<file path="src/logic/cam_seq_pkg.sv">
package cam_seq_pkg;

  // ****************************************************************
  // Register map, byte addresses on the AXI4-Lite slave.
  // ****************************************************************
  localparam logic [7:0] ADDR_CTRL = 8'h00;
  localparam logic [7:0] ADDR_TRIG_DELAY = 8'h04;
  localparam logic [7:0] ADDR_EXPOSURE = 8'h08;
  localparam logic [7:0] ADDR_FLASH_DELAY = 8'h0c;
  localparam logic [7:0] ADDR_FLASH_DUR = 8'h10;
  localparam logic [7:0] ADDR_STATUS = 8'h14;
  localparam logic [7:0] ADDR_LATENCY = 8'h18;
  localparam logic [7:0] ADDR_READOUT = 8'h1c;

  // ****************************************************************
  // Control register fields.
  // ****************************************************************
  localparam int CTRL_TRIG_MODE = 0;
  localparam int CTRL_FALLING = 1;
  localparam int CTRL_FLASH_STATIC = 2;
  localparam int CTRL_STATIC_LEVEL = 3;
  localparam int CTRL_ROLLING = 4;
  localparam int CTRL_RUN = 5;

  // ****************************************************************
  // Reset values and fixed timing.
  // ****************************************************************
  localparam logic [5:0] CTRL_RESET = 6'h00;
  localparam logic [31:0] EXPOSURE_RESET = 32'h0000_0064;
  localparam logic [31:0] LATENCY_RESET = 32'h0000_0010;
  localparam logic [31:0] READOUT_RESET = 32'h0000_0040;
  localparam logic [31:0] ZERO_WORD = 32'h0000_0000;
  // Fixed internal trigger delay in cycles.
  localparam logic [31:0] INT_TRIG_DELAY = 32'h0000_0004;
  // Extra cycles the automatic flash stays on after exposure.
  localparam logic [31:0] AUTO_TAIL_GLOBAL = 32'h0000_0002;
  localparam logic [31:0] AUTO_TAIL_ROLLING = 32'h0000_0008;

  // ****************************************************************
  // AXI responses and carrier types.
  // ****************************************************************
  localparam logic [1:0] RESP_OKAY = 2'h0;
  localparam logic [1:0] RESP_SLVERR = 2'h2;

  typedef enum logic [2:0] {
    ST_IDLE,
    ST_DELAY,
    ST_LATENCY,
    ST_EXPOSE,
    ST_READOUT
  } seq_state_type;

  // Capture parameters latched at the start of each frame.
  typedef struct packed {
    logic [31:0] trig_delay;
    logic [31:0] exposure;
    logic [31:0] flash_delay;
    logic [31:0] flash_dur;
    logic [31:0] latency;
    logic [31:0] readout;
    logic rolling;
  } cap_param_type;

endpackage : cam_seq_pkg

</file>
<file path="src/logic/cam_seq.sv">
`timescale 1ns/100ps
`default_nettype none

module cam_seq (
  input wire logic clk_i,
  input wire logic rst_i,
  // AXI4-Lite slave.
  input wire logic [7:0] s_awaddr_i,
  input wire logic s_awvalid_i,
  output logic s_awready_o,
  input wire logic [31:0] s_wdata_i,
  input wire logic [3:0] s_wstrb_i,
  input wire logic s_wvalid_i,
  output logic s_wready_o,
  output logic [1:0] s_bresp_o,
  output logic s_bvalid_o,
  input wire logic s_bready_i,
  input wire logic [7:0] s_araddr_i,
  input wire logic s_arvalid_i,
  output logic s_arready_o,
  output logic [31:0] s_rdata_o,
  output logic [1:0] s_rresp_o,
  output logic s_rvalid_o,
  input wire logic s_rready_i,
  // Camera side.
  input wire logic host_link_i,
  input wire logic trigger_i,
  input wire logic [1:0] gpio_i,
  output logic flash_o,
  output logic expose_o,
  output logic frame_done_o
);
  import cam_seq_pkg::*;

  // ****************************************************************
  // Registers and state.
  // ****************************************************************
  logic [5:0] ctrl_r;
  logic [31:0] trig_delay_r;
  logic [31:0] exposure_r;
  logic [31:0] flash_delay_r;
  logic [31:0] flash_dur_r;
  logic [31:0] latency_r;
  logic [31:0] readout_r;
  cap_param_type shadow_r;
  cap_param_type active_r;
  seq_state_type state_r;
  logic [31:0] cnt_r;
  logic [15:0] frame_cnt_r;
  logic [31:0] delay_total;
  logic trig_level;
  logic trig_edge;
  logic start;
  logic frame_start;
  logic expose_start;
  logic expose_end;
  logic link_lost;

  // AXI bookkeeping.
  logic aw_held_r;
  logic w_held_r;
  logic [7:0] awaddr_r;
  logic [31:0] wdata_r;
  logic [3:0] wstrb_r;
  logic bvalid_r;
  logic [1:0] bresp_r;
  logic rvalid_r;
  logic [31:0] rdata_r;
  logic [1:0] rresp_r;
  logic do_write;
  logic [31:0] ctrl_wr;

  // Byte-lane merge used by every writable word.
  function automatic logic [31:0] merge(input logic [31:0] old, input logic [31:0] nw,
                                        input logic [3:0] strb);
    logic [31:0] res;
    res = old;
    for (int i = 0; i < 4; i++) begin
      if (strb[i]) begin
        res[8*i +: 8] = nw[8*i +: 8];
      end
    end
    return res;
  endfunction : merge

  // Address decode shared by read and write paths.
  function automatic logic mapped(input logic [7:0] a);
    return (a[1:0] == 2'h0) && (a <= ADDR_READOUT);
  endfunction : mapped

  // ****************************************************************
  // AXI4-Lite write channel.
  // ****************************************************************
  assign s_awready_o = !aw_held_r && !bvalid_r;
  assign s_wready_o = !w_held_r && !bvalid_r;
  assign do_write = aw_held_r && w_held_r && !bvalid_r;
  assign s_bvalid_o = bvalid_r;
  assign s_bresp_o = bresp_r;

  // Address and data are caught in either order; the response follows both.
  always_ff @(posedge clk_i) begin
    if (rst_i) begin
      aw_held_r <= 1'b0;
      w_held_r <= 1'b0;
      awaddr_r <= 8'h00;
      wdata_r <= ZERO_WORD;
      wstrb_r <= 4'h0;
      bvalid_r <= 1'b0;
      bresp_r <= RESP_OKAY;
    end else begin
      if (s_awvalid_i && s_awready_o) begin
        aw_held_r <= 1'b1;
        awaddr_r <= s_awaddr_i;
      end
      if (s_wvalid_i && s_wready_o) begin
        w_held_r <= 1'b1;
        wdata_r <= s_wdata_i;
        wstrb_r <= s_wstrb_i;
      end
      if (do_write) begin
        aw_held_r <= 1'b0;
        w_held_r <= 1'b0;
        bvalid_r <= 1'b1;
        bresp_r <= (mapped(awaddr_r) && awaddr_r != ADDR_STATUS) ? RESP_OKAY : RESP_SLVERR;
      end else if (bvalid_r && s_bready_i) begin
        bvalid_r <= 1'b0;
      end
    end
  end

  // The control word is merged at full width first; only its low six bits are kept.
  assign ctrl_wr = merge({26'h0, ctrl_r}, wdata_r, wstrb_r);

  // Register writes; a lost host link drops the output setup to defaults.
  always_ff @(posedge clk_i) begin
    if (rst_i || link_lost) begin
      ctrl_r <= CTRL_RESET;
      trig_delay_r <= ZERO_WORD;
      exposure_r <= EXPOSURE_RESET;
      flash_delay_r <= ZERO_WORD;
      flash_dur_r <= ZERO_WORD;
      latency_r <= LATENCY_RESET;
      readout_r <= READOUT_RESET;
    end else if (do_write) begin
      unique case (awaddr_r)
        ADDR_CTRL: ctrl_r <= ctrl_wr[5:0];
        ADDR_TRIG_DELAY: trig_delay_r <= merge(trig_delay_r, wdata_r, wstrb_r);
        ADDR_EXPOSURE: exposure_r <= merge(exposure_r, wdata_r, wstrb_r);
        ADDR_FLASH_DELAY: flash_delay_r <= merge(flash_delay_r, wdata_r, wstrb_r);
        ADDR_FLASH_DUR: flash_dur_r <= merge(flash_dur_r, wdata_r, wstrb_r);
        ADDR_LATENCY: latency_r <= merge(latency_r, wdata_r, wstrb_r);
        ADDR_READOUT: readout_r <= merge(readout_r, wdata_r, wstrb_r);
        default: ;
      endcase
    end
  end

  assign link_lost = !host_link_i;

  // ****************************************************************
  // AXI4-Lite read channel.
  // ****************************************************************
  assign s_arready_o = !rvalid_r;
  assign s_rvalid_o = rvalid_r;
  assign s_rdata_o = rdata_r;
  assign s_rresp_o = rresp_r;

  // Status shows the live input levels and the sequencer's progress.
  always_ff @(posedge clk_i) begin
    if (rst_i) begin
      rvalid_r <= 1'b0;
      rdata_r <= ZERO_WORD;
      rresp_r <= RESP_OKAY;
    end else if (s_arvalid_i && s_arready_o) begin
      rvalid_r <= 1'b1;
      rresp_r <= mapped(s_araddr_i) ? RESP_OKAY : RESP_SLVERR;
      unique case (s_araddr_i)
        ADDR_CTRL: rdata_r <= {26'h0, ctrl_r};
        ADDR_TRIG_DELAY: rdata_r <= trig_delay_r;
        ADDR_EXPOSURE: rdata_r <= exposure_r;
        ADDR_FLASH_DELAY: rdata_r <= flash_delay_r;
        ADDR_FLASH_DUR: rdata_r <= flash_dur_r;
        ADDR_STATUS: rdata_r <= {frame_cnt_r, 8'h00, 1'b0, state_r, gpio_i, flash_o,
                                 trig_level};
        ADDR_LATENCY: rdata_r <= latency_r;
        ADDR_READOUT: rdata_r <= readout_r;
        default: rdata_r <= ZERO_WORD;
      endcase
    end else if (rvalid_r && s_rready_i) begin
      rvalid_r <= 1'b0;
    end
  end

  // ****************************************************************
  // Capture sequencer.
  // ****************************************************************
  // The general-purpose inputs are deliberately not wired to the edge detector.
  edge_pick u_edge (
    .clk_i(clk_i),
    .rst_i(rst_i),
    .sig_i(trigger_i),
    .falling_i(ctrl_r[CTRL_FALLING]),
    .level_o(trig_level),
    .edge_o(trig_edge)
  );

  // Trigger mode waits for an edge in idle; freerun starts at once.
  assign start = (state_r == ST_IDLE) && ctrl_r[CTRL_RUN] &&
                 (ctrl_r[CTRL_TRIG_MODE] ? trig_edge : 1'b1);
  assign frame_start = start;

  // Freerun snapshots registers at each readout start, so a write landing
  // mid-frame reaches the sensor in the next frame, or in the one after it.
  always_ff @(posedge clk_i) begin
    if (rst_i) begin
      shadow_r <= '0;
    end else if (state_r == ST_EXPOSE && cnt_r == 32'h0000_0001) begin
      shadow_r <= {trig_delay_r, exposure_r, flash_delay_r, flash_dur_r, latency_r,
                   readout_r, ctrl_r[CTRL_ROLLING]};
    end
  end

  // Trigger mode latches live registers at the edge: idle writes apply next.
  always_ff @(posedge clk_i) begin
    if (rst_i) begin
      active_r <= '0;
    end else if (start) begin
      if (ctrl_r[CTRL_TRIG_MODE] || frame_cnt_r == 16'h0000) begin
        active_r <= {trig_delay_r, exposure_r, flash_delay_r, flash_dur_r, latency_r,
                     readout_r, ctrl_r[CTRL_ROLLING]};
      end else begin
        active_r <= shadow_r;
      end
    end
  end

  assign delay_total = INT_TRIG_DELAY + (ctrl_r[CTRL_TRIG_MODE] ? trig_delay_r : ZERO_WORD);

  // Edges during busy states are dropped since start needs idle.
  always_ff @(posedge clk_i) begin
    if (rst_i || !ctrl_r[CTRL_RUN]) begin
      state_r <= ST_IDLE;
      cnt_r <= ZERO_WORD;
    end else begin
      unique case (state_r)
        ST_IDLE: begin
          if (start) begin
            state_r <= ST_DELAY;
            cnt_r <= delay_total;
          end
        end
        ST_DELAY: begin
          if (cnt_r <= 32'h0000_0001) begin
            state_r <= ST_LATENCY;
            cnt_r <= active_r.latency;
          end else begin
            cnt_r <= cnt_r - 32'h0000_0001;
          end
        end
        ST_LATENCY: begin
          if (cnt_r <= 32'h0000_0001) begin
            state_r <= ST_EXPOSE;
            cnt_r <= active_r.exposure;
          end else begin
            cnt_r <= cnt_r - 32'h0000_0001;
          end
        end
        ST_EXPOSE: begin
          if (cnt_r <= 32'h0000_0001) begin
            state_r <= ST_READOUT;
            cnt_r <= active_r.readout;
          end else begin
            cnt_r <= cnt_r - 32'h0000_0001;
          end
        end
        ST_READOUT: begin
          if (cnt_r <= 32'h0000_0001) begin
            state_r <= ST_IDLE;
            cnt_r <= ZERO_WORD;
          end else begin
            cnt_r <= cnt_r - 32'h0000_0001;
          end
        end
      endcase
    end
  end

  assign expose_start = (state_r == ST_LATENCY) && (cnt_r <= 32'h0000_0001);
  assign expose_end = (state_r == ST_EXPOSE) && (cnt_r <= 32'h0000_0001);

  // Frame counter and hand-off pulse toward the transfer path.
  always_ff @(posedge clk_i) begin
    if (rst_i) begin
      frame_cnt_r <= 16'h0000;
      frame_done_o <= 1'b0;
      expose_o <= 1'b0;
    end else begin
      frame_done_o <= (state_r == ST_READOUT) && (cnt_r <= 32'h0000_0001);
      expose_o <= (state_r == ST_LATENCY && cnt_r <= 32'h0000_0001) ||
                  (state_r == ST_EXPOSE && cnt_r > 32'h0000_0001);
      if (frame_done_o) begin
        frame_cnt_r <= frame_cnt_r + 16'h0001;
      end
    end
  end

  // ****************************************************************
  // Flash output, shared by freerun and trigger modes.
  // ****************************************************************
  flash_gen u_flash (
    .clk_i(clk_i),
    .rst_i(rst_i || link_lost),
    .frame_start_i(frame_start),
    .expose_start_i(expose_start),
    .expose_end_i(expose_end),
    .static_i(ctrl_r[CTRL_FLASH_STATIC]),
    .static_level_i(ctrl_r[CTRL_STATIC_LEVEL]),
    .delay_i(active_r.flash_delay),
    .dur_i(active_r.flash_dur),
    .tail_i(active_r.rolling ? AUTO_TAIL_ROLLING : AUTO_TAIL_GLOBAL),
    .flash_o(flash_o)
  );
endmodule : cam_seq

`default_nettype wire

</file>
<file path="src/logic/edge_pick.sv">
`timescale 1ns/100ps
`default_nettype none

// ****************************************************************
// Edge detector on the isolated trigger input, with selectable edge.
// ****************************************************************
module edge_pick (
  input wire logic clk_i,
  input wire logic rst_i,
  input wire logic sig_i,
  input wire logic falling_i,
  output logic level_o,
  output logic edge_o
);
  import cam_seq_pkg::*;

  logic prev_r;

  // The previous level is kept so that both edges can be seen.
  always_ff @(posedge clk_i) begin
    if (rst_i) begin
      prev_r <= 1'b0;
    end else begin
      prev_r <= sig_i;
    end
  end

  assign level_o = prev_r;
  // Only the configured polarity counts as a trigger.
  assign edge_o = falling_i ? (prev_r & ~sig_i) : (~prev_r & sig_i);
endmodule : edge_pick

`default_nettype wire

</file>
<file path="src/logic/flash_gen.sv">
`timescale 1ns/100ps
`default_nettype none

// ****************************************************************
// Flash pulse generator: static, automatic or manual timing.
// ****************************************************************
module flash_gen (
  input wire logic clk_i,
  input wire logic rst_i,
  input wire logic frame_start_i,
  input wire logic expose_start_i,
  input wire logic expose_end_i,
  input wire logic static_i,
  input wire logic static_level_i,
  input wire logic [31:0] delay_i,
  input wire logic [31:0] dur_i,
  input wire logic [31:0] tail_i,
  output logic flash_o
);
  import cam_seq_pkg::*;

  logic on_r;
  logic wait_r;
  logic [31:0] cnt_r;
  logic manual;

  assign manual = (delay_i != ZERO_WORD) || (dur_i != ZERO_WORD);

  // One counter serves the delay, the duration and the automatic tail.
  always_ff @(posedge clk_i) begin
    if (rst_i) begin
      on_r <= 1'b0;
      wait_r <= 1'b0;
      cnt_r <= ZERO_WORD;
    end else if (frame_start_i) begin
      on_r <= 1'b0;
      wait_r <= 1'b0;
      cnt_r <= ZERO_WORD;
    end else if (expose_start_i) begin
      // Delay counts from true exposure start, after sensor latency.
      if (manual && delay_i != ZERO_WORD) begin
        wait_r <= 1'b1;
        cnt_r <= delay_i;
      end else begin
        on_r <= 1'b1;
        cnt_r <= manual ? dur_i : ZERO_WORD;
      end
    end else if (wait_r) begin
      if (cnt_r == 32'h0000_0001) begin
        wait_r <= 1'b0;
        on_r <= (dur_i != ZERO_WORD);
        cnt_r <= dur_i;
      end else begin
        cnt_r <= cnt_r - 32'h0000_0001;
      end
    end else if (on_r) begin
      if (!manual && expose_end_i) begin
        cnt_r <= tail_i;
      end else if (cnt_r == 32'h0000_0001) begin
        on_r <= 1'b0;
        cnt_r <= ZERO_WORD;
      end else if (cnt_r != ZERO_WORD) begin
        cnt_r <= cnt_r - 32'h0000_0001;
      end
    end
  end

  // Static mode overrides the timed pulse.
  assign flash_o = static_i ? static_level_i : on_r;
endmodule : flash_gen

`default_nettype wire

</file>
<file path="config.mk">
export PLATFORM = sky130hd
export DESIGN_NAME = cam_seq
export DESIGN_NICKNAME = d
export VERILOG_FILES = /design/src/logic/cam_seq_pkg.sv /design/src/logic/cam_seq.sv /design/src/logic/edge_pick.sv /design/src/logic/flash_gen.sv
export SDC_FILE = /design/constraint.sdc
export NUM_CORES = 2
export LEC_CHECK = 0
export ABC_AREA = 1
export BUFFER_PORTS_ARGS = -buffer_cell sky130_fd_sc_hd__buf_4
export CAP_MARGIN = 5
export CELL_PAD_IN_SITES_DETAIL_PLACEMENT = 1
export CELL_PAD_IN_SITES_GLOBAL_PLACEMENT = 1
export CORE_MARGIN = 2
export CORE_UTILIZATION = 41
export CTS_BUF_LIST = sky130_fd_sc_hd__clkbuf_8
export CTS_CLUSTER_DIAMETER = 150
export DETAILED_ROUTE_END_ITERATION = 10
export PLACE_DENSITY = 0.74
export SYNTH_ARGS = -nofsm -noshare
export SYNTH_HDL_FRONTEND = slang
export SYNTH_SLANG_ARGS = --single-unit
</file>
<file path="constraint.sdc">
create_clock -name clk_i -period 1.8 [get_ports clk_i]
set_input_delay 0.36 -clock clk_i [delete_from_list [all_inputs] [get_ports clk_i]]
set_output_delay 0.36 -clock clk_i [all_outputs]
set_load 0.1 [all_outputs]
</file>
==> Flow_metrics.wiki, run 1 <==
{| class="wikitable"
! Metric !! Value
|-
| Sinks on Clock Net || 690
|-
| Type of the worst endpoint after the last repair || register data pin
|-
| Largest cells by area after synthesis || dfxtp_1, nand2_1, a21oi_1, o21ai_0, inv_1
|-
| Horiz. Die Dim || 288 um
|-
| Total routing usage reported by global routing || 0.926
|-
| RePlAce Congestion || 0.976
|-
| Setup slack at placement || -0.729 ns
|-
| Root buffer cell || clkbuf_8
|-
| Count of state elements after synthesis || 690
|-
| Antenna violations before repair || 59
|-
| Most instantiated flip-flop cell in the synthesis netlist || dfxtp_1
|-
| Synthesized area || 0.0332 sq mm
|-
| Placed instance count || 6516
|-
| Count of boundary I/O pins || 107
|-
| H-tree levels || 3
|-
| Core Rows || 104
|-
| Post-synthesis average cell area || 6.66 sq um
|-
| Effective utilization at floorplan || 0.413
|-
| Yosys cell types || 54
|-
| Count of synthesis-stage warnings from yosys || 0
|-
| EDFF count, synth || 0
|-
| Y dimension of the die || 288 um
|-
| Cts bufs inserted || 120
|-
| Ys async rst share || 0
|-
| Most instantiated cells after synthesis || nand2_1, dfxtp_1, inv_1
|-
| Endpoint with the least setup slack after the last global-route repair || active_r[37]$_SDFFE_PP0P_/D
|-
| Total gr overflow || 2078
|-
| Most frequent cell after synthesis || nand2_1
|-
| Outcome || stopped before the end
|-
| Post-DP HPWL || 115000 um
|-
| Buffers added on ports || 104
|-
| Cell type contributing the most total cell area after synthesis || dfxtp_1
|-
| Terminating stage of the flow || global routing
|-
| Synthesized instance count || 4984
|-
| Area share of the leading cell type in the synthesized netlist || 0.416
|-
| First error || [ERROR GRT-0232] Routing congestion too high. Check the congestion heatmap in the GUI.
|-
| Maximum clock insertion buffer count || 3
|-
| Sequential-to-total area share from yosys stat || 0.416
|-
| Pin count of the biggest net entering global routing || 79
|}
[through the flow]
stage,util,cell area [sq um]
CTS,0.588,47200
global placement,0.499,40000
floorplan,-,33300
detailed placement,0.499,40000
[repair_timing]
| action | in CTS |
|---|---|
| setup buffers | 83 |
| hold endpoints to repair | 48 |
| hold buffers | 47 |
| gates cloned | 48 |
| gates resized for setup | 548 |
| endpoints found under the setup margin | 619 |
| pin swaps | 132 |
[metal layers]
layer | overflow | global-route usage
met1 | 83 | 0.889
met4 | 702 | 0.993
met5 | 11 | 0.655
met2 | 1213 | 1.04
met3 | 69 | 0.835
[logic make-up after synthesis]
kind of cell,Yosys count,share of synthesized area
flops,690,0.416
xor+xnor,48,0.0127
buf+inv,937,0.111
fa+ha+maj,7,0.00264
other cells,1,0.000113
compound gates,1262,0.200
simple gates,2039,0.257
==> run 2, diff against run 1 <==
--- a/config.mk
+++ b/config.mk
@@ -8,14 +8,10 @@
 export ABC_AREA = 1
 export BUFFER_PORTS_ARGS = -buffer_cell sky130_fd_sc_hd__buf_4
 export CAP_MARGIN = 5
-export CELL_PAD_IN_SITES_DETAIL_PLACEMENT = 1
-export CELL_PAD_IN_SITES_GLOBAL_PLACEMENT = 1
 export CORE_MARGIN = 2
-export CORE_UTILIZATION = 41
-export CTS_BUF_LIST = sky130_fd_sc_hd__clkbuf_8
-export CTS_CLUSTER_DIAMETER = 150
+export CORE_UTILIZATION = 26
 export DETAILED_ROUTE_END_ITERATION = 10
-export PLACE_DENSITY = 0.74
+export PLACE_DENSITY_LB_ADDON = 0.15
 export SYNTH_ARGS = -nofsm -noshare
 export SYNTH_HDL_FRONTEND = slang
 export SYNTH_SLANG_ARGS = --single-unit
==> constraint.sdc (replaced) <==
create_clock -name clk_i -period 2.3 [get_ports clk_i]
set_input_delay 0.46 -clock clk_i [delete_from_list [all_inputs] [get_ports clk_i]]
set_output_delay 0.46 -clock clk_i [all_outputs]
set_load 0.1 [all_outputs]
==> Flow_metrics.wiki, run 2 <==
{| class="wikitable"
! Metric !! Value
|-
| Number of cells traversed by the worst register-to-register path || 11
|-
| EDFF count, synth || 0 (unchanged)
|-
| Max FO, Critical Path || 34
|-
| DRT iter0 DRCs || about 3.1k
|-
| Effective utilization at floorplan || 0.261 (was 0.413)
|-
| Achievable clock frequency || 456 MHz
|-
| Capture point of the worst path || shadow_r[154]
|-
| Fraction of the cycle the final worst path needs || 0.953
|-
| Crit-path max cell delay || between 0.3 and 0.4 ns
|-
| DRC Markers || 0
|-
| Power per cell area || 655 mW/mm^2
|-
| Ys async rst share || 0 (unchanged)
|-
| Clock Skew || roughly 0.039 ns
|-
| Top cell by count, worst path || buf_12
|-
| Master of the slowest instance on the critical path || dfxtp_1
|-
| Lkg Pwr || 16.7 nW
|-
| Worst Setup Path Type || reg -> reg
|-
| Final setup vio count || 0
|-
| Kind of end point of the critical path || flip-flop
|-
| CTS tree || yes
|-
| H-tree levels || 3 (unchanged)
|-
| Most frequent cell after synthesis || nand2_1 (unchanged)
|-
| RePlAce Congestion || 0.902 (was 0.976)
|-
| Cts bufs inserted || 84 (was 120)
|-
| Count of synthesis-stage warnings from yosys || 0 (unchanged)
|-
| Maximum clock insertion buffer count || 3 (unchanged)
|-
| Max-slew violation total from the final report || 0
|-
| Count of boundary I/O pins || 107 (unchanged)
|-
| Post-Place Cell Area || 0.0375 sq mm (was 0.0400 sq mm)
|-
| Core Rows || 131 (was 104)
|-
| Fin nets || 5255
|-
| Post-synthesis average cell area || 6.66 sq um (unchanged)
|-
| Hold slack final || 0.0423 ns
|-
| Area share of the leading cell type in the synthesized netlist || 0.416 (unchanged)
|-
| Most instantiated cells after synthesis || nand2_1, dfxtp_1, inv_1 (unchanged)
|-
| Synthesized instance count || 4984 (unchanged)
|-
| Root buffer cell || clkbuf_16 (was clkbuf_8)
|-
| Reg-to-reg setup timing slack || 0.11 ns
|-
| Global-route wire length before repair || approximately 220000 um
|-
| Most common cell after layout, fill and taps aside || nand2_1
|-
| Number of maximum-capacitance constraint violations || 0
|-
| Highest signal layer in the routed design || met5
|-
| Met2 wire len || 65100 um
|-
| RSZ-0062 raised after global routing || yes
|-
| Outcome || completed (was stopped before the end)
|-
| Tot Pwr || 26.6 mW
|-
| Number of iterations in the first detailed-routing pass || 5
|-
| Worst reg2reg path startpoint || cnt_r[1]
|-
| Average wire length per cell after detail routing || approximately 22 um
|-
| Sequential-to-total area share from yosys stat || 0.416 (unchanged)
|-
| Antenna violations before repair || 7
|-
| Max VDD drop || 0.459 mV
|-
| Worst setup path startpoint || cnt_r[1]
|-
| Area of the die || about 0.13 sq mm
|-
| Post-synthesis to final-layout area growth || 22.5%
|-
| Largest cells by area after synthesis || dfxtp_1, nand2_1, a21oi_1, o21ai_0, inv_1 (unchanged)
|-
| Top Registers || active_r x161, shadow_r x161
|-
| Detailed-route wire length on metal 1 || ~69000 um
|-
| Post-DP HPWL || 109000 um (was 115000 um)
|-
| Required time worst endpoint || 2.90 ns
|-
| Number of global-route vias before repair || about 31k
|-
| Horiz. Die Dim || 361 um (was 288 um)
|-
| Total count of hold-check failures in the final report || 0
|-
| Slew at the pin closest to its max-slew limit || 0.796 ns
|-
| Source-to-sink clock delay at the later pin of the worst-skew pair || between 0.6 and 0.7 ns
|-
| Drt total wl || approximately 150000 um
|-
| Synthesized area || 0.0332 sq mm (unchanged)
|-
| Layout cells sized above 1 || 0.123
|-
| Y dimension of the die || 361 um (was 288 um)
|-
| Crit start category || flip-flop
|-
| Clock slew seen by the registers of the worst setup and hold paths || 0.06 ns
|-
| Cell type contributing the most total cell area after synthesis || dfxtp_1 (unchanged)
|-
| Met3 wire length || 10400 um
|-
| Total routing usage reported by global routing || 0.222
|-
| Worst max-slew margin expressed relative to the limit || 0.468
|-
| Most instantiated flip-flop cell in the synthesis netlist || dfxtp_1 (unchanged)
|-
| Routed via count || 33.4k
|-
| Pin count of the biggest net entering global routing || 101
|-
| Terminus of the critical flop-to-flop path || shadow_r[154]
|-
| Core area || 0.127 sq mm
|-
| Antenna-violating nets left || 0
|-
| Signal arrival time at the worst endpoint || 2.79 ns
|-
| Kind of path behind the tightest hold check || in -> reg
|-
| Yosys cell types || 54 (unchanged)
|-
| Total gr overflow || 0
|-
| Routed via count divided by cell count || slightly below 5
|-
| Shortest period the worst path allows || 2.19 ns
|-
| Buffers added on ports || 104 (unchanged)
|-
| Count of state elements after synthesis || 690 (unchanged)
|-
| Most frequent cells in the layout || nand2_1, dfxtp_1, inv_1, a21oi_1, o21ai_0
|-
| List of cells traversed by the critical path || inv_1, ha_1, nand2_1, nor2_2, nand2_4, buf_4, nor3_4, buf_12, buf_12, o21ai_0, a21oi_1
|-
| Post-route design area || 0.0406 sq mm
|-
| Diodes inserted || 0
|-
| Sinks on Clock Net || 690 (unchanged)
|}
run 2: cell counts after synthesis:
No cell type changed its count.
run 2: where the power goes:
| group | total (mW) | switching [mW] | internal (mW) | leakage (nW) |
|---|---|---|---|---|
| sequential | 12.2 | 0.157 | 12.0 | 5.57 |
| combinational | 1.01 | 0.755 | 0.259 | 9.80 |
| clock | 13.4 | 5.64 | 7.78 | 1.34 |
| total | 26.6 | 6.56 | 20.1 | 16.7 |
run 2: worst max-delay path: cells and delay by family, from the launching register on:
kind            cells  cell delay [ns]
compound gates      2             0.25
flops               1             0.33
simple gates        4             0.61
fa+ha+maj           1             0.17
buf+inv             4             0.71
run 2: worst min path at each step:
stage | start | end | depth (start not counted) | slack (ns)
CTS | s_bready_i | s_bvalid_o | 4 | 0.002
global placement | awaddr_r[0] | awaddr_r[0] | 2 | 0.47
global route | s_bready_i | s_bvalid_o | 4 | 0.05
detailed placement | wstrb_r[0] | wstrb_r[0] | 2 | 0.47
floorplan | trig_delay_r[4] | trig_delay_r[4] | 2 | 0.44
finish | s_bready_i | s_bvalid_o | 4 | 0.04
run 2: layout make-up:
class / instances / area [sq um]
fill: 14000 / 86400
clock buffer: 124 / 2470
clock inverter: 27 / 258
multi-input combinational: 3358 / 15800
inverter: 664 / 2530
timing repair buffer: 387 / 3640
sequential: 690 / 13800
tap: 1662 / 2080
run 2: per-layer routing:
metal / GRT usage / vias up
met5: 0 / -
met4: 0.0729 / 10
met3: 0.0405 / 205
met2: 0.344 / 1054
met1: 0.309 / 15700
li1: - / 16500
run 2: logic make-up (layout without fill, tap and decap cells):
group	after synthesis	in the layout	share of synthesized area
AND/OR/NAND/NOR	2039	2039	0.257
AO/OA/AOI/OAI	1262	1262	0.200
buffers and inverters	937	1202	0.111
flip-flops	690	690	0.416
XOR/XNOR	48	48	0.0127
adder cells (fa/ha/maj)	7	7	0.00264
other	1	2	0.000113
run 2: metrics by stage:
step | setup WS, ns | instances | util | TNS, ns
final | 0.109 | 6912 | 0.320 | 0
after global routing | -0.0438 | 6912 | 0.320 | -0.484
after CTS | 0.0141 | 6890 | 0.317 | 0
after detailed placement | -0.168 | 6738 | 0.295 | -1.83
after global placement | -0.173 | 6738 | 0.295 | -1.83
after floorplan | 0.0713 | 4985 | - | 0
run 2: timing repair:
item / CTS / global route
setup buffers: 1 / 17
cloned: 0 / 5
pin swaps: 0 / 8
hold buffers: 0 / 0
endpoints found under the hold margin: 0 / 0
setup endpoints to repair: 22 / 109
resized for setup: 8 / 47
(Power assumes the default switching activity.)
